[src/hdl/alm_regs.vh]
`ifndef ALM_REGS_VH
`define ALM_REGS_VH
// Register byte addresses
`define ALM_ADDR_FLAGS2      11'h512
`define ALM_ADDR_FLAGS3      11'h513
`define ALM_ADDR_S0_LOW      11'h514
`define ALM_ADDR_S0_MIXED    11'h515
`define ALM_ADDR_S0_HIGH     11'h516
`define ALM_ADDR_S0_CFG      11'h517
`define ALM_ADDR_S1_LOW      11'h518
// Flag bit positions; input 0 flag in its own register, the rest in the self-test and temperature register
`define ALM_BIT_REF_DIV1     6
`define ALM_BIT_REF_DIV2     5
`define ALM_BIT_REF_DIV4     4
`define ALM_BIT_REF_DIV8     3
`define ALM_BIT_TEMP_ERR     1
`define ALM_BIT_IN0_LOW      0
// Reset values
`define ALM_RST_S0_LOW       8'h00
`define ALM_RST_S0_LOLSB2    2'h0
`define ALM_RST_S0_HINIB     4'hF
`define ALM_RST_S0_HIGH      6'h3F
`define ALM_RST_S0_DIV       2'h0
`define ALM_RST_S0_CHOICE    4'h3
`define ALM_RST_S1_LOW       8'h00
// Input choice codes
`define ALM_CH_EXT0          4'h0
`define ALM_CH_EXT1          4'h1
`define ALM_CH_EXT2          4'h2
`define ALM_CH_IO_Q          4'h8
`define ALM_CH_V18_H         4'h9
`define ALM_CH_CAP_H         4'hA
`endif

[src/hdl/alm_limit_regs.v]
// How it works
// - Input 0 under-threshold flag sits at bit 0, cleared by reading its register.
// - Bit 6 sets when divide-by-one self-test reference exceeds its limit.
// - Bits 5, 4, 3 set for divide-by-2, 4, 8 self-test over-limit.
// - Self-test and temperature flags are read-only and clear on read.
// - Set 0 low bound low byte is a read-write byte.
// - Bits 1:0 of mixed register give low bound top two bits.
// - Bits 7:4 of mixed register give high bound low nibble; 3:2 unused.
// - Upper six high-bound bits in third register; high bound resets all ones.
// - Choice field decodes external inputs 0-2, supplies at 8, 9, A; rest reserved.
`include "alm_regs.vh"
module alm_limit_regs #(
    parameter AW = 11
) (
    input  wire          clk_i,
    input  wire          rstn_i,
    input  wire [AW-1:0] addr_i,
    input  wire          wr_i,
    input  wire          rd_i,
    input  wire [7:0]    wdata_i,
    input  wire          in0_low_evt_i,
    input  wire          ref_div1_evt_i,
    input  wire          ref_div2_evt_i,
    input  wire          ref_div4_evt_i,
    input  wire          ref_div8_evt_i,
    input  wire          temp_mismatch_evt_i,
    output reg  [7:0]    rdata_o,
    output wire [9:0]    set0_low_bound_o,
    output wire [9:0]    set0_high_bound_o,
    output wire [1:0]    set0_input_divider_o,
    output wire [2:0]    set0_divide_ratio_o,
    output wire [3:0]    set0_input_choice_o,
    output wire          set0_choice_valid_o,
    output wire [2:0]    set0_ext_input_sel_o,
    output wire [2:0]    set0_supply_sel_o,
    output wire [7:0]    set1_lower_bound_lsbs_o
);

    reg [7:0] set0_lower_bound_lsbs_r;
    reg [1:0] set0_lower_bound_msbs_r;
    reg [3:0] set0_upper_bound_lsbs_r;
    reg [5:0] set0_upper_bound_msbs_r;
    reg [1:0] set0_input_divider_r;
    reg [3:0] set0_input_choice_r;
    reg [7:0] set1_lower_bound_lsbs_r;
    reg       input0_under_threshold_flag_r;
    reg       selftest_full_over_flag_r;
    reg       selftest_half_over_flag_r;
    reg       selftest_quarter_over_flag_r;
    reg       selftest_eighth_over_flag_r;
    reg       thermal_mismatch_flag_r;
    reg [7:0] rdata_nxt;
    // Decoded copies of the divider and choice fields, kept in flip-flops
    reg [2:0] set0_divide_ratio_r;
    reg [2:0] set0_ext_input_sel_r;
    reg [2:0] set0_supply_sel_r;
    reg       set0_choice_valid_r;

    wire rd_flags2 = rd_i && (addr_i == `ALM_ADDR_FLAGS2);
    wire rd_flags3 = rd_i && (addr_i == `ALM_ADDR_FLAGS3);

    // Sticky flag update: event wins over clear-on-read
    function flag_next;
        input cur;
        input evt;
        input clr;
        begin
            flag_next = evt | (cur & ~clr);
        end
    endfunction

    // Divider code to division ratio: code plus one
    function [2:0] ratio_of;
        input [1:0] code;
        begin
            ratio_of = {1'b0, code} + 3'h1;
        end
    endfunction

    // One-hot of an external input code; zero for any other code
    function [2:0] ext_onehot;
        input [3:0] code;
        begin
            ext_onehot = 3'h0;
            case (code)
                `ALM_CH_EXT0: ext_onehot = 3'h1;
                `ALM_CH_EXT1: ext_onehot = 3'h2;
                `ALM_CH_EXT2: ext_onehot = 3'h4;
                default:      ext_onehot = 3'h0;
            endcase
        end
    endfunction

    // One-hot of an internal supply code; zero for any other code
    function [2:0] supply_onehot;
        input [3:0] code;
        begin
            supply_onehot = 3'h0;
            case (code)
                `ALM_CH_IO_Q:  supply_onehot = 3'h1;
                `ALM_CH_V18_H: supply_onehot = 3'h2;
                `ALM_CH_CAP_H: supply_onehot = 3'h4;
                default:       supply_onehot = 3'h0;
            endcase
        end
    endfunction

    // A choice code is usable when it names an input or a supply
    function choice_known;
        input [3:0] code;
        begin
            choice_known = |{ext_onehot(code), supply_onehot(code)};
        end
    endfunction

    // Clear-on-read event flags
    // An event in the same cycle as the clearing read is kept, so a late
    // comparison result is never lost between two polls of software.
    always @(posedge clk_i) begin
        if (!rstn_i) begin
            input0_under_threshold_flag_r <= 1'b0;
            selftest_full_over_flag_r     <= 1'b0;
            selftest_half_over_flag_r     <= 1'b0;
            selftest_quarter_over_flag_r  <= 1'b0;
            selftest_eighth_over_flag_r   <= 1'b0;
            thermal_mismatch_flag_r       <= 1'b0;
        end else begin
            input0_under_threshold_flag_r <= flag_next(input0_under_threshold_flag_r,
                                                       in0_low_evt_i, rd_flags2);
            selftest_full_over_flag_r    <= flag_next(selftest_full_over_flag_r,
                                                      ref_div1_evt_i, rd_flags3);
            selftest_half_over_flag_r    <= flag_next(selftest_half_over_flag_r,
                                                      ref_div2_evt_i, rd_flags3);
            selftest_quarter_over_flag_r <= flag_next(selftest_quarter_over_flag_r,
                                                      ref_div4_evt_i, rd_flags3);
            selftest_eighth_over_flag_r  <= flag_next(selftest_eighth_over_flag_r,
                                                      ref_div8_evt_i, rd_flags3);
            thermal_mismatch_flag_r      <= flag_next(thermal_mismatch_flag_r,
                                                      temp_mismatch_evt_i, rd_flags3);
        end
    end

    // Threshold and input configuration registers
    always @(posedge clk_i) begin
        if (!rstn_i) begin
            set0_lower_bound_lsbs_r <= `ALM_RST_S0_LOW;
            set0_lower_bound_msbs_r <= `ALM_RST_S0_LOLSB2;
            set0_upper_bound_lsbs_r <= `ALM_RST_S0_HINIB;
            set0_upper_bound_msbs_r <= `ALM_RST_S0_HIGH;
            set0_input_divider_r    <= `ALM_RST_S0_DIV;
            set0_input_choice_r     <= `ALM_RST_S0_CHOICE;
            set1_lower_bound_lsbs_r <= `ALM_RST_S1_LOW;
        end else if (wr_i) begin
            case (addr_i)
                `ALM_ADDR_S0_LOW: begin
                    set0_lower_bound_lsbs_r <= wdata_i;
                end
                `ALM_ADDR_S0_MIXED: begin
                    set0_lower_bound_msbs_r <= wdata_i[1:0];
                    set0_upper_bound_lsbs_r <= wdata_i[7:4];
                end
                `ALM_ADDR_S0_HIGH: begin
                    set0_upper_bound_msbs_r <= wdata_i[5:0];
                end
                `ALM_ADDR_S0_CFG: begin
                    set0_input_divider_r <= wdata_i[5:4];
                    set0_input_choice_r  <= wdata_i[3:0];
                end
                `ALM_ADDR_S1_LOW: begin
                    set1_lower_bound_lsbs_r <= wdata_i;
                end
                default: begin
                end
            endcase
        end
    end

    // Read mux; unused and reserved bits read zero, unmapped reads zero
    always @* begin
        rdata_nxt = 8'h00;
        case (addr_i)
            `ALM_ADDR_FLAGS2: begin
                rdata_nxt[`ALM_BIT_IN0_LOW] = input0_under_threshold_flag_r;
            end
            `ALM_ADDR_FLAGS3: begin
                rdata_nxt[`ALM_BIT_REF_DIV1] = selftest_full_over_flag_r;
                rdata_nxt[`ALM_BIT_REF_DIV2] = selftest_half_over_flag_r;
                rdata_nxt[`ALM_BIT_REF_DIV4] = selftest_quarter_over_flag_r;
                rdata_nxt[`ALM_BIT_REF_DIV8] = selftest_eighth_over_flag_r;
                rdata_nxt[`ALM_BIT_TEMP_ERR] = thermal_mismatch_flag_r;
            end
            `ALM_ADDR_S0_LOW: begin
                rdata_nxt = set0_lower_bound_lsbs_r;
            end
            `ALM_ADDR_S0_MIXED: begin
                rdata_nxt = {set0_upper_bound_lsbs_r, 2'h0, set0_lower_bound_msbs_r};
            end
            `ALM_ADDR_S0_HIGH: begin
                rdata_nxt = {2'h0, set0_upper_bound_msbs_r};
            end
            `ALM_ADDR_S0_CFG: begin
                rdata_nxt = {2'h0, set0_input_divider_r, set0_input_choice_r};
            end
            `ALM_ADDR_S1_LOW: begin
                rdata_nxt = set1_lower_bound_lsbs_r;
            end
            default: begin
                rdata_nxt = 8'h00;
            end
        endcase
    end

    // Read data registered on a read strobe
    always @(posedge clk_i) begin
        if (!rstn_i) begin
            rdata_o <= 8'h00;
        end else if (rd_i) begin
            rdata_o <= rdata_nxt;
        end
    end

    // Assembled 10-bit bounds
    // Each byte takes effect at once; a bound is mixed between two byte writes
    assign set0_low_bound_o  = {set0_lower_bound_msbs_r, set0_lower_bound_lsbs_r};
    assign set0_high_bound_o = {set0_upper_bound_msbs_r, set0_upper_bound_lsbs_r};
    assign set1_lower_bound_lsbs_o = set1_lower_bound_lsbs_r;

    // Decoded divider and choice, loaded together with the raw fields
    // Decoding the write data keeps the decoded copy in step with the field,
    // so no cycle shows a new field beside an old decode.
    always @(posedge clk_i) begin
        if (!rstn_i) begin
            set0_divide_ratio_r  <= ratio_of(`ALM_RST_S0_DIV);
            set0_ext_input_sel_r <= ext_onehot(`ALM_RST_S0_CHOICE);
            set0_supply_sel_r    <= supply_onehot(`ALM_RST_S0_CHOICE);
            set0_choice_valid_r  <= choice_known(`ALM_RST_S0_CHOICE);
        end else if (wr_i && (addr_i == `ALM_ADDR_S0_CFG)) begin
            set0_divide_ratio_r  <= ratio_of(wdata_i[5:4]);
            set0_ext_input_sel_r <= ext_onehot(wdata_i[3:0]);
            set0_supply_sel_r    <= supply_onehot(wdata_i[3:0]);
            set0_choice_valid_r  <= choice_known(wdata_i[3:0]);
        end
    end

    // Raw divider and choice fields
    assign set0_input_divider_o = set0_input_divider_r;
    assign set0_input_choice_o  = set0_input_choice_r;

    // Decoded divider and choice; reserved codes select nothing
    assign set0_divide_ratio_o  = set0_divide_ratio_r;
    assign set0_ext_input_sel_o = set0_ext_input_sel_r;
    assign set0_supply_sel_o    = set0_supply_sel_r;
    assign set0_choice_valid_o  = set0_choice_valid_r;

endmodule

[config.mk]
export PLATFORM = sky130hd
export DESIGN_NAME = alm_limit_regs
export DESIGN_NICKNAME = d
export VERILOG_FILES = /design/src/hdl/alm_limit_regs.v
export VERILOG_INCLUDE_DIRS = /design/src /design/src/hdl
export SDC_FILE = /design/constraint.sdc
export NUM_CORES = 1
export LEC_CHECK = 0
export ABC_CLOCK_PERIOD_IN_PS = 1400
export BUFFER_PORTS_ARGS = -buffer_cell sky130_fd_sc_hd__buf_4
export CORE_MARGIN = 4
export CORE_UTILIZATION = 36
export CTS_CLUSTER_DIAMETER = 30
export DETAILED_ROUTE_END_ITERATION = 7
export PLACE_DENSITY_LB_ADDON = 0.2
export SYNTH_ARGS = -nofsm -noshare
export SYNTH_HDL_FRONTEND = slang
export SYNTH_SLANG_ARGS = --single-unit
export TNS_END_PERCENT = 10
[constraint.sdc]
create_clock -name clk_i -period 1.4 [get_ports clk_i]
set_input_delay 0 -clock clk_i [delete_from_list [all_inputs] [get_ports clk_i]]
set_output_delay 0 -clock clk_i [all_outputs]
set_load 0.05 [all_outputs]
==> results of run 1 <==
state kept, by name (all words and copies together), names as in the netlist, 2 cells and up:
register                 cells
set0_input_divider_o         2
set0_lower_bound_msbs_r      2
rdata_o                      8
set0_upper_bound_lsbs_r      4
set0_ext_input_sel_o         3
set0_upper_bound_msbs_r      6
set0_input_choice_o          4
set0_divide_ratio_o          3
set1_lower_bound_lsbs_o      8
set0_supply_sel_o            3
set0_lower_bound_lsbs_r      8
worst paths after layout:
| path | start | to | slack [ns] | depth (start not counted) |
|---|---|---|---|---|
| worst max-delay path | set0_upper_bound_lsbs_r[1]$_SDFFE_PN1P_ | rdata_o[5]$_SDFFE_PN0P_ | 0.07 | 3 |
| worst min register to register | set0_ext_input_sel_o[1]$_SDFFE_PN0P_ | set0_ext_input_sel_o[1]$_SDFFE_PN0P_ | 0.46 | 2 |
| worst min-delay path | wdata_i[0] | set0_input_choice_o[0]$_SDFFE_PN1P_ | 0.03 | 3 |
| worst max register to register | set0_upper_bound_lsbs_r[1]$_SDFFE_PN1P_ | rdata_o[5]$_SDFFE_PN0P_ | 0.07 | 3 |
cells in the final DEF (no fill, tap or decap), types with 4 or more instances in the layout:
cell type	n
nand2_1	24
nand4_1	5
nand2b_1	4
nor2_1	35
nor2b_1	6
a31oi_1	5
buf_4	100
o21ai_0	10
nand3b_1	9
a21oi_1	18
dfxtp_1	56
clkbuf_8	9
dlygate4sd3_1	15
mux2i_1	40
critical path, delay by kind of cell, from the launching register on:
kind               cells  cell delay [ns]
AOI/OAI and AO/OA      2             0.41
DFF                    1             0.33
muxes                  1             0.47
repair_timing:
| item | 4_1_cts | 5_1_grt |
|---|---|---|
| setup endpoints to repair | 0 | 0 |
| endpoints found under the hold margin | 35 | 0 |
| hold buffers | 15 | 0 |
per-stage QoR:
stage	hold WS [ns]	setup WS (ns)	instance area [µm²]
6_report	0.02670	0.06765	3790
5_1_grt	0.02650	0.02292	3790
4_1_cts	0.01029	0.07252	3790
3_5_place_dp	0.2106	-0.08011	3500
3_3_place_gp	0.2079	-0.05947	3500
2_1_floorplan	0.1174	0.005814	2684
layer usage:
layer / GRT usage / part of all wire
met3: 0.05529 / 0.060
met1: 0.2650 / 0.48
met5: 0 / 0
met2: 0.2949 / 0.45
met4: 0.07581 / 0.012
cells by family after synthesis:
logic type | after synthesis
simple gates | 113
flops | 58
compound gates | 50
mux | 43
buf+inv | 23
fa+ha+maj | 1
power by group through the flow:
| stage | Combinational (mW) | Clock, mW | Sequential (mW) |
|---|---|---|---|
| 2_1_floorplan | 0.149 | 0 | 1.73 |
| 3_3_place_gp | 0.319 | 0 | 1.71 |
| 3_5_place_dp | 0.321 | 0 | 1.71 |
| 4_1_cts | 0.356 | 1.23 | 1.68 |
| 5_1_grt | 0.389 | 1.30 | 1.68 |
| 6_report | 0.356 | 1.19 | 1.68 |
cells in the mapped netlist (4+ instances only):
master / number / area share
a21oi_1: 18 / 0.034
a31oi_1: 5 / 0.012
buf_2: 4 / 0.0075
clkbuf_1: 14 / 0.020
dfxtp_1: 58 / 0.43
mux2i_1: 40 / 0.15
nand2_1: 24 / 0.034
nand2b_1: 4 / 0.0093
nand3b_1: 9 / 0.025
nand4_1: 5 / 0.012
nor2_1: 35 / 0.049
nor2b_1: 6 / 0.014
o21ai_0: 10 / 0.019
layout make-up:
class | instances | area, µm²
inverter | 2 | 7.507
fill | 718 | 3463
timing repair buffer | 117 | 940.9
sequential | 58 | 1164
clock buffer | 12 | 135.1
tap | 99 | 123.9
clock inverter | 1 | 5.005
multi-input combinational | 207 | 1414
==> flow_metrics.py, run 1 <==
metrics = {
    "outcome": {
        "status": "finished clean",
    },
    "finish": {
        "antennaDiodeCount": 0,
        "post-route-util": 0.5225,
        "drive_gt1_frac": 0.3199,
        "final_nets": 425,
        "stdcell_count": 496,
        "area_growth_pct": 41.34,
    },
    "timing": {
        "max-slew-margin-rel": 0.6625,
        "fin_skew_ns": 0.002284,
        "tightest_slew_ns": 0.5017,
        "setup_tns_ns": 0,
        "slew_violations": 0,
        "min_period_ns": 1.332,
        "finalCritPeriodShare": 0.9517,
        "setup_viol": 0,
        "max_freq_mhz": 750.6,
        "rsz0062_at_grt": "false",
        "hold_viol_final": 0,
    },
    "worst_setup_path": {
        "crit_path_max_incr_delay_ns": 0.47,
        "arrival_ns": 1.54,
        "crit_slowest_cell": "mux4_2",
        "critPathKind": "reg2reg",
        "crit_chain": "mux4_2, a2bb2oi_1, o21ai_0",
        "end_kind": "flip-flop",
        "cp_max_fo": 3,
        "crit_path_start_kind": "flip-flop",
        "crit_required_ns": 1.60,
    },
    "die": {
        "die_h_um": 94.30,
        "initial_utilization": 0.3697,
        "die-area_um2": 8892,
        "fp.dieW_um": 94.30,
        "ios": 81,
        "rows": 31,
        "core_area_um2": 7253,
    },
    "clock_network": {
        "cts_tree": "yes",
        "clock-root-buffer": "clkbuf_8",
        "post_cts_buffers": 0,
        "cts_resized": 0,
        "insertion_delay_ns": 0.33,
        "numClockSinks": 58,
        "htree_levels": 3,
        "cts_buffer_depth": 2,
        "cts_inserted_buffers": 9,
        "clk_pin_slew_ns": 0.06,
    },
    "yosys": {
        "synth-xor-area-share": 0,
        "synthArstFlopShare": 0,
        "synth-compound-area-share": 0.1176,
        "synth_nets": 318,
        "ys_ff_latch": 58,
        "seq_area_frac_synth": 0.4330,
        "synth_top_family_by_area": "simple AND/OR/NAND/NOR gates",
        "avgSynthCellArea_um2": 9.310,
        "syn-cell-area_um2": 2681,
        "synth_edf_count": 0,
        "synthCells": 288,
        "synth_warnings": 0,
        "yosys.cell_types.count": 51,
        "synthSimpleGateAreaFrac": 0.2389,
        "synthMuxAreaShare": 0.1661,
        "synthAdderAreaFrac": 0.004666,
        "ys.flop_type": "dfxtp_1",
    },
    "grt": {
        "antenna_found_initial": 0,
        "grt_pass1_vias": 2503,
        "grt_overflow_total": 0,
        "grt_pass1_wl_um": 13110,
        "grt_start_max_net_pins": 22,
        "track_usage": 0.1959,
    },
    "worst_hold_path": {
        "hold_path_class": "in2reg",
    },
    "placed_design": {
        "port_buffers": 80,
        "place_inst": 468,
        "dpl.hpwl_um": 6039,
        "place_congestion": 0.8425,
    },
    "drt": {
        "via_per_inst": 5.028,
        "drt_iter0_drc": 171,
        "drt_pass1_iterations": 4,
        "totalWireLength_um": 8101,
        "via_count": 2494,
        "ant_nets": 0,
        "drc_errors": 0,
        "wl_per_cell_um": 16.33,
    },
    "power_and_ir_drop": {
        "pwr-share-seq": 0.520,
        "ir_drop_v": 0.0004875,
        "leakage_nw": 1.808,
        "power_frac_comb": 0.110,
        "p_int_mw": 2.446,
        "switching_share": 0.2424,
        "clkPwrFrac": 0.370,
        "total_power_mw": 3.228,
        "p_per_area_nw_per_um2": 851.8,
        "power.switching_uw": 782.5,
    },
    "run": {
        "maxCapViolCount": 0,
    },
}
No activity file was read; power rests on OpenSTA's default activity.
==> run 2, diff against run 1 <==
--- a/config.mk
+++ b/config.mk
@@ -8,11 +8,13 @@
 export LEC_CHECK = 0
 export ABC_CLOCK_PERIOD_IN_PS = 1400
 export BUFFER_PORTS_ARGS = -buffer_cell sky130_fd_sc_hd__buf_4
+export CELL_PAD_IN_SITES_DETAIL_PLACEMENT = 1
+export CELL_PAD_IN_SITES_GLOBAL_PLACEMENT = 2
 export CORE_MARGIN = 4
-export CORE_UTILIZATION = 36
+export CORE_UTILIZATION = 30
 export CTS_CLUSTER_DIAMETER = 30
 export DETAILED_ROUTE_END_ITERATION = 7
-export PLACE_DENSITY_LB_ADDON = 0.2
+export PLACE_DENSITY = 0.75
 export SYNTH_ARGS = -nofsm -noshare
 export SYNTH_HDL_FRONTEND = slang
 export SYNTH_SLANG_ARGS = --single-unit
==> run 2 against run 1 <==
Against the previous run: via count rose by 3.4%; critical path depth rose by 1; sequential power barely moved; worst setup slack improved by 0.059 ns; routed wire length rose by 12%; cell count rose by 3.0%; design area rose by 2.9%; clock skew rose by 0.0025 ns; combinational power rose by 3%; worst hold slack improved by 0.010 ns; clock power rose by 41%; critical endpoint is now rdata_o[3]$_SDFFE_PN0P_.
==> flow_metrics.py, run 2 (synthesized netlist as in run 1, its figures left out) <==
metrics = {
    "timing": {
        "slew_violations": 0,
        "min_period_ns": 1.274,
        "fin_skew_ns": 0.004763,
        "rsz0062_at_grt": "false",
        "whs_ns": 0.03684,
        "hold_viol_final": 0,
        "finalCritPeriodShare": 0.9098,
        "tightest_slew_ns": 0.5451,
        "setup_tns_ns": 0,
        "max_freq_mhz": 785.1,
        "setup_viol": 0,
        "worst_slack_ns": 0.1262,
        "max-slew-margin-rel": 0.6315,
    },
    "finish": {
        "design_area_um2": 3900,
        "mostFrequentLayoutCells": "buf_4, dfxtp_1, mux2i_1",
        "stdcell_count": 511,
        "final_nets": 428,
        "post-route-util": 0.4472,
        "mostFrequentLayoutCell": "buf_4",
        "antennaDiodeCount": 0,
        "drive_gt1_frac": 0.3325,
        "area_growth_pct": 45.45,
    },
    "power_and_ir_drop": {
        "clkPwrFrac": 0.451,
        "p_int_mw": 2.858,
        "power_frac_comb": 0.098,
        "p_per_area_nw_per_um2": 955.5,
        "leakage_nw": 1.862,
        "switching_share": 0.2332,
        "ir_drop_v": 0.0004567,
        "total_power_mw": 3.727,
        "pwr-share-seq": 0.450,
        "power.switching_uw": 868.9,
    },
    "worst_hold_path": {
        "hold_path_class": "in2reg",
        "hp-start": "wdata_i[0]",
        "hold_depth": 3,
        "min_to": "set0_upper_bound_msbs_r[0]$_SDFFE_PN1P_",
    },
    "worst_setup_path": {
        "reg2reg_to": "rdata_o[3]$_SDFFE_PN0P_",
        "crit_slowest_cell": "dfxtp_2",
        "ff2ff_setup_slack_ns": 0.13,
        "cp_max_fo": 3,
        "reg2regPathDepth": 4,
        "crit_chain": "mux2_2, a32o_1, o2111ai_1, a21oi_1",
        "end_kind": "flip-flop",
        "critPathKind": "reg2reg",
        "arrival_ns": 1.50,
        "r2r_start": "set0_upper_bound_msbs_r[3]$_SDFFE_PN1P_",
        "cp_top_family": "compound AO/OA/AOI/OAI gates",
        "crit_path_max_incr_delay_ns": 0.33,
        "crit_path_start_kind": "flip-flop",
        "critPathBufInv": 0,
        "crit_required_ns": 1.62,
    },
    "die": {
        "ios": 81,
        "initial_utilization": 0.3075,
        "die_h_um": 102.5,
        "fp.dieW_um": 102.5,
        "core_area_um2": 8721,
        "rows": 34,
        "die-area_um2": 10510,
    },
    "grt": {
        "grt_start_max_net_pins": 25,
        "antenna_found_initial": 0,
        "grt_overflow_total": 0,
        "grt_pass1_vias": 2714,
        "grt_pass1_wl_um": 14400,
        "track_usage": 0.1802,
    },
    "drt": {
        "wl_per_cell_um": 17.77,
        "drt_iter0_drc": 72,
        "drt_pass1_iterations": 4,
        "via_per_inst": 5.049,
        "ant_nets": 0,
        "totalWireLength_um": 9083,
        "drc_errors": 0,
        "via_count": 2580,
    },
    "clock_network": {
        "cts_buffer_depth": 2,
        "numClockSinks": 58,
        "insertion_delay_ns": 0.33,
        "post_cts_buffers": 0,
        "clk_pin_slew_ns": 0.07,
        "clock-root-buffer": "clkbuf_8",
        "htree_levels": 3,
        "cts_tree": "yes",
        "cts_inserted_buffers": 9,
    },
    "placed_design": {
        "place_ws_ns": 0.01321,
        "dpl_cell_area_um2": 3533,
        "port_buffers": 80,
        "place_inst": 480,
        "place_congestion": 0.7699,
        "dpl.hpwl_um": 6782,
    },
    "outcome": {
        "status": "finished clean",
    },
    "run": {
        "maxCapViolCount": 0,
    },
}
## run 2: changes by cell type in the layout (fill, tap and decap cells not counted), sizes merged
cell	before	now
clkinv	1	0
clkbuf	12	15
buf	102	105
bufinv	0	1
## run 2: layout make-up
type                    instances  area, µm²
fillers                      1041       4821
flip-flops and latches         58       1164
clock inverters                 1      30.03
well taps                     108      135.1
clock buffers                  15      186.4
inverters                       2      7.507
repair buffers                120      963.4
multi-input cells             207       1414
## run 2: power by group through the flow
stage	Combinational [mW]	Clock (mW)	Sequential, mW
global placement	0.326	0	1.71
detailed placement	0.331	0	1.72
global route	0.399	1.80	1.68
floorplan	0.149	0	1.73
CTS	0.367	1.73	1.68
finish	0.366	1.68	1.68
## run 2: worst max path at each step
stage	slack (ns)	depth (start not counted)	startpoint	endpoint
after global routing	0.06	4	set1_lower_bound_lsbs_o[4]$_SDFFE_PN0P_	rdata_o[4]$_SDFFE_PN0P_
after detailed placement	0.01	5	addr_i[5]	set0_ext_input_sel_o[1]$_SDFFE_PN0P_
after CTS	0.12	4	set0_input_choice_o[0]$_SDFFE_PN1P_	rdata_o[0]$_SDFFE_PN0P_
final	0.13	4	set0_upper_bound_msbs_r[3]$_SDFFE_PN1P_	rdata_o[3]$_SDFFE_PN0P_
after global placement	0.03	5	addr_i[5]	set0_supply_sel_o[0]$_SDFFE_PN0P_
after floorplan	0.006	4	set0_input_choice_o[0]$_SDFFE_PN1P_	rdata_o[0]$_SDFFE_PN0P_
## run 2: worst register-to-register path, delay by kind of cell, from the launching register on
kind	cells	cell delay, ns
compound gates	3	0.56
flops	1	0.33
mux	1	0.28
## run 2: layer usage
layer | track usage | wire [µm] | vias up
met5 | 0 | 0 | -
met4 | 0.05550 | 77 | 0
met3 | 0.04330 | 367 | 7
met2 | 0.3108 | 4583 | 54
met1 | 0.2220 | 4055 | 1265
li1 | - | - | 1254
## run 2: repair_timing
item,4_1_cts,5_1_grt
resized for setup,0,0
endpoints found under the hold margin,37,0
hold buffers,15,0
